==> src/core/sspc_pkg.sv <==
// shared constants and types of the standby/suspend power control block
package sspc_pkg;

    // ====================================================================
    // register map
    localparam logic [7:0] CTRL_OFFSET   = 8'h00;
    localparam logic [7:0] STATUS_OFFSET = 8'h01;
    localparam logic [7:0] CTRL_RESET    = 8'h00;

    // ====================================================================
    // control field positions
    localparam int AUTO_PD_DIS_BIT  = 7;
    localparam int ACT_WAKE_BIT     = 6;
    localparam int MEM_WAKE_BIT     = 5;
    localparam int SUSP_CLK_SRC_BIT = 4;

    // ====================================================================
    // status field positions
    localparam int STAT_STATE_LSB   = 0;
    localparam int STAT_EXPIRED_BIT = 2;

    // ====================================================================
    // timing
    localparam int CLK_PERIOD_NS       = 20;
    localparam int STANDBY_TIMEOUT_US  = 100;
    localparam int STANDBY_TIMEOUT_CYC = (STANDBY_TIMEOUT_US * 1000) / CLK_PERIOD_NS;
    localparam int OSC_DIV_RATIO       = 432;
    localparam int OSC_HALF_DIV        = OSC_DIV_RATIO / 2;

    // ====================================================================
    // power states
    typedef enum logic [1:0] {
        ST_ACTIVE  = 2'b00,
        ST_STANDBY = 2'b01,
        ST_SUSPEND = 2'b10
    } sspc_state_t;

endpackage

==> src/core/sspc_pm_if.sv <==
// signals between the power controller, its standby timer and its clock divider
`timescale 1ns/1ps
`default_nettype none
interface sspc_pm_if;
    logic restart;   // restart the standby count
    logic enable;    // count allowed
    logic expired;   // count reached the timeout
    logic oscEdge;   // one rising edge seen on the oscillator
    logic divEnable; // divider running
    logic divClk;    // divided slow clock

    modport ctrl    (output restart, output enable, input expired,
                     output oscEdge, output divEnable, input divClk);
    modport timer   (input restart, input enable, output expired);
    modport divider (input oscEdge, input divEnable, output divClk);
endinterface
`default_nettype wire

==> src/core/sspc_standby_timer.sv <==
// inactivity counter that flags expiry of the standby timeout
`timescale 1ns/1ps
`default_nettype none
module sspc_standby_timer #(
    parameter int TIMEOUT_CYC = sspc_pkg::STANDBY_TIMEOUT_CYC
) (
    // clock and reset
    input  wire logic sys_clk,
    input  wire logic rst,
    // controller side
    sspc_pm_if.timer  pm
);
    localparam int CW = $clog2(TIMEOUT_CYC + 1);
    localparam logic [CW-1:0] LIMIT = CW'(TIMEOUT_CYC);

    logic [CW-1:0] count_q;
    logic [CW-1:0] count_d;

    // ====================================================================
    // count idle cycles, clear on any restart
    always_comb begin
        count_d = count_q;
        if (!pm.enable || pm.restart) begin
            count_d = '0;
        end else if (count_q != LIMIT) begin
            count_d = count_q + CW'(1);
        end
    end

    always_ff @(posedge sys_clk) begin
        if (rst) begin
            count_q <= '0;
        end else begin
            count_q <= count_d;
        end
    end

    assign pm.expired = (count_q == LIMIT);
endmodule
`default_nettype wire

==> src/core/sspc_clk_div.sv <==
// divides oscillator edges down to the suspend slow clock
`timescale 1ns/1ps
`default_nettype none
module sspc_clk_div #(
    parameter int HALF_DIV = sspc_pkg::OSC_HALF_DIV
) (
    // clock and reset
    input  wire logic  sys_clk,
    input  wire logic  rst,
    // controller side
    sspc_pm_if.divider pm
);
    localparam int DW = $clog2(HALF_DIV);
    localparam logic [DW-1:0] LAST = DW'(HALF_DIV - 1);

    logic [DW-1:0] cnt_q;
    logic [DW-1:0] cnt_d;
    logic          clk_q;
    logic          clk_d;

    // ====================================================================
    // toggle output every half period of oscillator edges
    always_comb begin
        cnt_d = cnt_q;
        clk_d = clk_q;
        if (!pm.divEnable) begin
            cnt_d = '0;
            clk_d = 1'b0;
        end else if (pm.oscEdge) begin
            if (cnt_q == LAST) begin
                cnt_d = '0;
                clk_d = ~clk_q;
            end else begin
                cnt_d = cnt_q + DW'(1);
            end
        end
    end

    always_ff @(posedge sys_clk) begin
        if (rst) begin
            cnt_q <= '0;
            clk_q <= 1'b0;
        end else begin
            cnt_q <= cnt_d;
            clk_q <= clk_d;
        end
    end

    assign pm.divClk = clk_q;
endmodule
`default_nettype wire

==> src/core/sspc_power_ctrl.sv <==
// standby timer, wake events and suspend clock control of a display controller
`timescale 1ns/1ps
`default_nettype none
module sspc_power_ctrl #(
    parameter int TIMEOUT_CYC = sspc_pkg::STANDBY_TIMEOUT_CYC
) (
    // clock and reset
    input  wire logic       sys_clk,
    input  wire logic       rst,
    // register port
    input  wire logic [7:0] regAddr,
    input  wire logic [7:0] regWrData,
    input  wire logic       regWr,
    input  wire logic       regRd,
    output logic      [7:0] regRdData,
    // activity sources
    input  wire logic       activityInput,
    input  wire logic       memAccessValid,
    input  wire logic       suspendRequest,
    // oscillator and slow clock pin
    input  wire logic       referenceOscillatorInput,
    output logic            refOscEnable,
    input  wire logic       slowClockInput,
    output logic            suspendStatusOutN,
    output logic            slowClockOe,
    output logic            suspendClock,
    // display power controls
    output logic            displayClkEnable,
    output logic            paletteEnable,
    output logic            panelPowerUpStart
);
    sspc_pm_if pm ();

    sspc_pkg::sspc_state_t state_q;
    sspc_pkg::sspc_state_t state_d;
    logic [7:0] ctrl_q;
    logic [7:0] ctrl_d;
    logic [7:0] rdData_q;
    logic [7:0] rdData_d;
    logic       actPrev_q;
    logic       oscPrev_q;
    logic       actEvt;
    logic       actRestart;
    logic       memRestart;
    logic       wake;
    logic       powerUp_d;
    logic       dispEn_q;
    logic       dispEn_d;
    logic       refOscEn_q;
    logic       refOscEn_d;
    logic       pinOe_q;
    logic       pinOe_d;
    logic       suspClk_q;
    logic       suspClk_d;
    logic       powerUp_q;

    // register decode shared by read and write paths
    function automatic logic isCtrl(input logic [7:0] addr);
        return addr == sspc_pkg::CTRL_OFFSET;
    endfunction

    // ====================================================================
    // sub-blocks
    sspc_standby_timer #(
        .TIMEOUT_CYC (TIMEOUT_CYC)
    ) u_timer (
        .sys_clk (sys_clk),
        .rst     (rst),
        .pm      (pm.timer)
    );

    sspc_clk_div #(
        .HALF_DIV (sspc_pkg::OSC_HALF_DIV)
    ) u_div (
        .sys_clk (sys_clk),
        .rst     (rst),
        .pm      (pm.divider)
    );

    // ====================================================================
    // registers: control write, status and control read
    always_comb begin
        ctrl_d   = ctrl_q;
        rdData_d = 8'h00;
        if (regWr && isCtrl(regAddr)) begin
            ctrl_d = regWrData;
        end
        if (regRd) begin
            if (isCtrl(regAddr)) begin
                rdData_d = ctrl_q;
            end else if (regAddr == sspc_pkg::STATUS_OFFSET) begin
                rdData_d[sspc_pkg::STAT_STATE_LSB +: 2] = state_q;
                rdData_d[sspc_pkg::STAT_EXPIRED_BIT]    = pm.expired;
            end
        end
    end

    always_ff @(posedge sys_clk) begin
        if (rst) begin
            ctrl_q   <= sspc_pkg::CTRL_RESET;
            rdData_q <= 8'h00;
        end else begin
            ctrl_q   <= ctrl_d;
            rdData_q <= rdData_d;
        end
    end

    assign regRdData = rdData_q;

    // ====================================================================
    // activity events and timer restart
    always_ff @(posedge sys_clk) begin
        if (rst) begin
            actPrev_q <= 1'b0;
            oscPrev_q <= 1'b0;
        end else begin
            actPrev_q <= activityInput;
            oscPrev_q <= referenceOscillatorInput;
        end
    end

    assign actEvt     = activityInput ^ actPrev_q;                        // any pin change
    assign actRestart = actEvt && ctrl_q[sspc_pkg::ACT_WAKE_BIT];
    assign memRestart = memAccessValid && ctrl_q[sspc_pkg::MEM_WAKE_BIT];
    assign pm.restart = actRestart || memRestart;
    assign pm.enable  = (state_q == sspc_pkg::ST_ACTIVE)
                        && !ctrl_q[sspc_pkg::AUTO_PD_DIS_BIT];
    assign wake       = (state_q == sspc_pkg::ST_STANDBY) && pm.restart;

    // ====================================================================
    // power state machine
    always_comb begin
        state_d   = state_q;
        powerUp_d = 1'b0;
        case (state_q)
            sspc_pkg::ST_ACTIVE: begin
                if (suspendRequest) begin
                    state_d = sspc_pkg::ST_SUSPEND;
                end else if (pm.enable && pm.expired && !pm.restart) begin
                    state_d = sspc_pkg::ST_STANDBY;
                end
            end
            sspc_pkg::ST_STANDBY: begin
                if (suspendRequest) begin
                    state_d = sspc_pkg::ST_SUSPEND;
                end else if (wake || ctrl_q[sspc_pkg::AUTO_PD_DIS_BIT]) begin
                    state_d   = sspc_pkg::ST_ACTIVE;
                    powerUp_d = 1'b1;
                end
            end
            sspc_pkg::ST_SUSPEND: begin
                if (!suspendRequest) begin
                    state_d   = sspc_pkg::ST_ACTIVE;
                    powerUp_d = 1'b1;
                end
            end
            default: begin
                state_d = sspc_pkg::ST_ACTIVE;
            end
        endcase
    end

    // ====================================================================
    // registered outputs follow next state and next control value; suspend clock select uses the current one
    always_comb begin
        dispEn_d   = (state_d == sspc_pkg::ST_ACTIVE);
        refOscEn_d = !((state_d == sspc_pkg::ST_SUSPEND)
                       && !ctrl_d[sspc_pkg::SUSP_CLK_SRC_BIT]);
        pinOe_d    = (state_d == sspc_pkg::ST_SUSPEND)
                     && ctrl_d[sspc_pkg::SUSP_CLK_SRC_BIT];
        suspClk_d  = ctrl_q[sspc_pkg::SUSP_CLK_SRC_BIT] ? pm.divClk
                                                        : slowClockInput;
    end

    always_ff @(posedge sys_clk) begin
        if (rst) begin
            state_q    <= sspc_pkg::ST_ACTIVE;
            dispEn_q   <= 1'b1;
            refOscEn_q <= 1'b1;
            pinOe_q    <= 1'b0;
            suspClk_q  <= 1'b0;
            powerUp_q  <= 1'b0;
        end else begin
            state_q    <= state_d;
            dispEn_q   <= dispEn_d;
            refOscEn_q <= refOscEn_d;
            pinOe_q    <= pinOe_d;
            suspClk_q  <= suspClk_d;
            powerUp_q  <= powerUp_d;
        end
    end

    // divider runs only in suspend with the internal source
    assign pm.oscEdge   = referenceOscillatorInput && !oscPrev_q;
    assign pm.divEnable = (state_q == sspc_pkg::ST_SUSPEND)
                          && ctrl_q[sspc_pkg::SUSP_CLK_SRC_BIT];

    assign displayClkEnable  = dispEn_q;
    assign paletteEnable     = dispEn_q;
    assign panelPowerUpStart = powerUp_q;
    assign refOscEnable      = refOscEn_q;
    assign slowClockOe       = pinOe_q;
    assign suspendStatusOutN = !pinOe_q;   // low while driven in suspend
    assign suspendClock      = suspClk_q;
endmodule
`default_nettype wire

==> config.mk <==
export PLATFORM = sky130hd
export DESIGN_NAME = sspc_power_ctrl
export DESIGN_NICKNAME = d
export VERILOG_FILES = /design/src/core/sspc_pkg.sv /design/src/core/sspc_pm_if.sv /design/src/core/sspc_standby_timer.sv /design/src/core/sspc_clk_div.sv /design/src/core/sspc_power_ctrl.sv
export SDC_FILE = /design/constraint.sdc
export NUM_CORES = 1
export LEC_CHECK = 0
export ABC_AREA = 0
export BUFFER_PORTS_ARGS = -buffer_cell sky130_fd_sc_hd__buf_2
export CAP_MARGIN = 20
export CORE_MARGIN = 8
export CORE_UTILIZATION = 35
export CTS_CLUSTER_SIZE = 8
export DETAILED_ROUTE_END_ITERATION = 8
export GPL_ROUTABILITY_DRIVEN = 0
export PLACE_DENSITY_LB_ADDON = 0.1
export SKIP_CTS_REPAIR_TIMING = 1
export SLEW_MARGIN = 20
export SYNTH_ARGS = -nofsm -noshare
export SYNTH_HDL_FRONTEND = slang
export SYNTH_SLANG_ARGS = --single-unit
==> constraint.sdc <==
create_clock -name sys_clk -period 5.1 [get_ports sys_clk]
set_clock_uncertainty 0.1 [all_clocks]
set_input_delay 0.51 -clock sys_clk [delete_from_list [all_inputs] [get_ports sys_clk]]
set_output_delay 0.51 -clock sys_clk [all_outputs]
set_load 0.02 [all_outputs]
==> metrics.txt <==
Synth Net Count roughly 230; reg2reg setup slack about 3.2 ns; critical path cell sequence inv_1, ha_1, and4b_1, nand3_4, o41ai_2, o211ai_1, and3b_1; clock buffer count from CTS 5; Area contributors post-synth dfxtp_1 (47%), nor2_1 (7.1%), xor2_1 (7.0%), mux2i_1 (6.0%), ha_1 (4.4%); Critical Path RT between 5 and 6 ns; hold path start regWrData[2]; min cycle time layout ~1.9 ns; Synth area leader dfxtp_1; layout cell share with drive strength beyond 1 23.0%; CP max FO 7; slew margin rel. 75.3%; Post-DRT Antenna Nets 0; ANT cells 0; # DRC 0; actual slew at the worst max-slew pin 0.370 ns; post-synth top area share ~47%; net switching power about 160 uW; Site Rows 27; CTS Sinks 47; Peak supply drop ~0.00015 V; Tcrit/Tclk final between 30% and 40%; internal power approximately 600 uW; FFs w/ async S/R, synth 0%; Worst-path clk slew 0.09 ns; critical path type reg2reg; clock root cell clkbuf_8; Clock Latency Late Sink between 0.2 and 0.3 ns; synth unique cells 41; Mean Syn Cell Area between 10 and 15 um^2; Netlist Area Pre-Place 2000 um^2; # port buffers 39; crit path DAT about 2 ns; Clock Power Share about two fifths; DRT Wirelength around 4200 um; number of synthesized flops with an enable pin 0; Max-cap violations 0; die height slightly above 90 um; H-Tree Depth 2; routed len/inst 13.3 um; fin nets 274; count leader, synth dfxtp_1; Syn Inst Count 199; first-pass GRT wire length between 7000 and 8000 um; CTS tree yes; DR vias between 1,000 and 1,500; setup TNS 0 ns; HPWL after DPL 3160 um; outcome finished clean; total power per unit cell area ~320 nW/um^2; fin util ~44%; routed vias/inst 4.63; number of global-route vias before repair roughly 1,500; synth warn 0; Reg2Reg Depth 7; r2r startpoint u_timer.count_q[0]$_SDFFE_PP0P_; Top FF cell, synth dfxtp_1; kind of end point of the critical path flip-flop; Pins Over Slew Limit 0; Initial Util ~36%; Switching Fraction about a fifth; I/O pins 40; Seq cells post-synth 47; most frequent cells after synthesis dfxtp_1 (47), nor2_1 (38), xor2_1 (16); hold endpoint ctrl_q[2]$_SDFFE_PP0P_; RSZ-0062 raised after global routing false; grt ovf 0; worst min path class in2reg; combinational share of power about 7.7%; GRT Overall Usage a little over a tenth; Fin. Hold Viols 0; die area around 8400 um^2; width of the die approximately 90 um; area grow syn2layout 20.1%; CTS max path bufs 2; Pre-Repair DR Iteration Count 4; leakage power approximately 1.1 nW; final setup vio count 0; largest net degree at the start of global routing 17; Reg-to-Reg End slowClockOe$_SDFF_PP0_; number of antenna violations at the first check in global routing 0; sequential share of the synthesized area a little under half; CP peak stage delay 0.37 ns; Fmax achieved roughly 520 MHz; hold path cells 3; Seq pwr share between 50% and 60%; Starting DRT DRC Count between 90 and 100; Core ar. roughly 5500 um^2; kind of start point of the critical path flip-flop; Crit-path slowest cell dfxtp_1
## how the worst max path moves through the flow
stage               depth (start not counted)                       startpoint                endpoint  slack (ns)
CTS                                         7  u_timer.count_q[0]$_SDFFE_PP0P_  slowClockOe$_SDFF_PP0_        3.18
finish                                      7  u_timer.count_q[0]$_SDFFE_PP0P_  slowClockOe$_SDFF_PP0_        3.19
detailed placement                          5                       regAddr[6]  slowClockOe$_SDFF_PP0_        3.02
floorplan                                   4                       regAddr[6]  slowClockOe$_SDFF_PP0_        3.29
global route                                7  u_timer.count_q[0]$_SDFFE_PP0P_  slowClockOe$_SDFF_PP0_        3.08
global placement                            5                       regAddr[6]  slowClockOe$_SDFF_PP0_        3.06
## cells by family after synthesis
kind of cell	Yosys count	synth area share (%)
simple gates	86	24.5
xor+xnor	20	8.77
flops	47	47.1
mux	12	6.01
buf+inv	12	2.50
fa+ha+maj	7	4.38
compound gates	15	6.70
## per-stage QoR
stage	total power [mW]	std cells	setup WS, ns	instance area [um^2]	hold WS (ns)
6_report	0.758	315	3.19	2400	0.340
5_1_grt	0.801	315	3.08	2400	0.324
4_1_cts	0.772	315	3.18	2400	0.334
3_5_place_dp	0.449	307	3.02	2270	0.372
3_3_place_gp	0.450	307	3.06	2270	0.380
2_1_floorplan	0.427	199	3.29	2000	0.330
## sequential cells by signal, indices dropped and copies added (netlist names), 2 cells and up
| signal | flops |
|---|---|
| ctrl_q | 8 |
| u_div.cnt_q | 8 |
| regRdData | 8 |
| state_q | 2 |
| u_timer.count_q | 13 |
## area by class of cell
cell class              instances  area (um^2)
clock inverters                 2         60.1
flip-flops and latches         47          941
clock buffers                   6         72.6
fillers                       526         3110
multi-input cells             140         1010
repair buffers                 39          195
inverters                       9         33.8
well taps                      72         90.1
## layout by cell type, fill, tap and decap left out, drive strengths merged, types with 6 or more instances in the layout
cell / count
nand2: 6
and3: 6
buf: 39
clkbuf: 6
xor2: 16
ha: 7
inv: 9
mux2i: 12
nand3: 11
dfxtp: 47
nor2: 38
## power groups by stage
| stage | Combinational, mW | Sequential (mW) | Clock (mW) |
|---|---|---|---|
| 6_report | 0.0585 | 0.381 | 0.318 |
| 5_1_grt | 0.0662 | 0.383 | 0.352 |
| 4_1_cts | 0.0597 | 0.381 | 0.330 |
| 3_5_place_dp | 0.0595 | 0.390 | 0 |
| 3_3_place_gp | 0.0602 | 0.390 | 0 |
| 2_1_floorplan | 0.0346 | 0.392 | 0 |
## critical path: cells and delay by family (launching register included)
family / cells / cell delay, ns
AND/OR/NAND/NOR: 3 / 0.60
AO/OA/AOI/OAI: 2 / 0.51
flip-flops: 1 / 0.37
adder cells (fa/ha/maj): 1 / 0.15
buffers and inverters: 1 / 0.08
## metal layers
layer  vias up  global-route usage [%]  wire length (um)
li1        763                       -                 -
met1       662                    14.3              2100
met4         0                    3.27                56
met5         -                       0                 0
met3         5                    3.29               163
met2        27                    16.1              1850
Power figures use the tool's default switching activity.
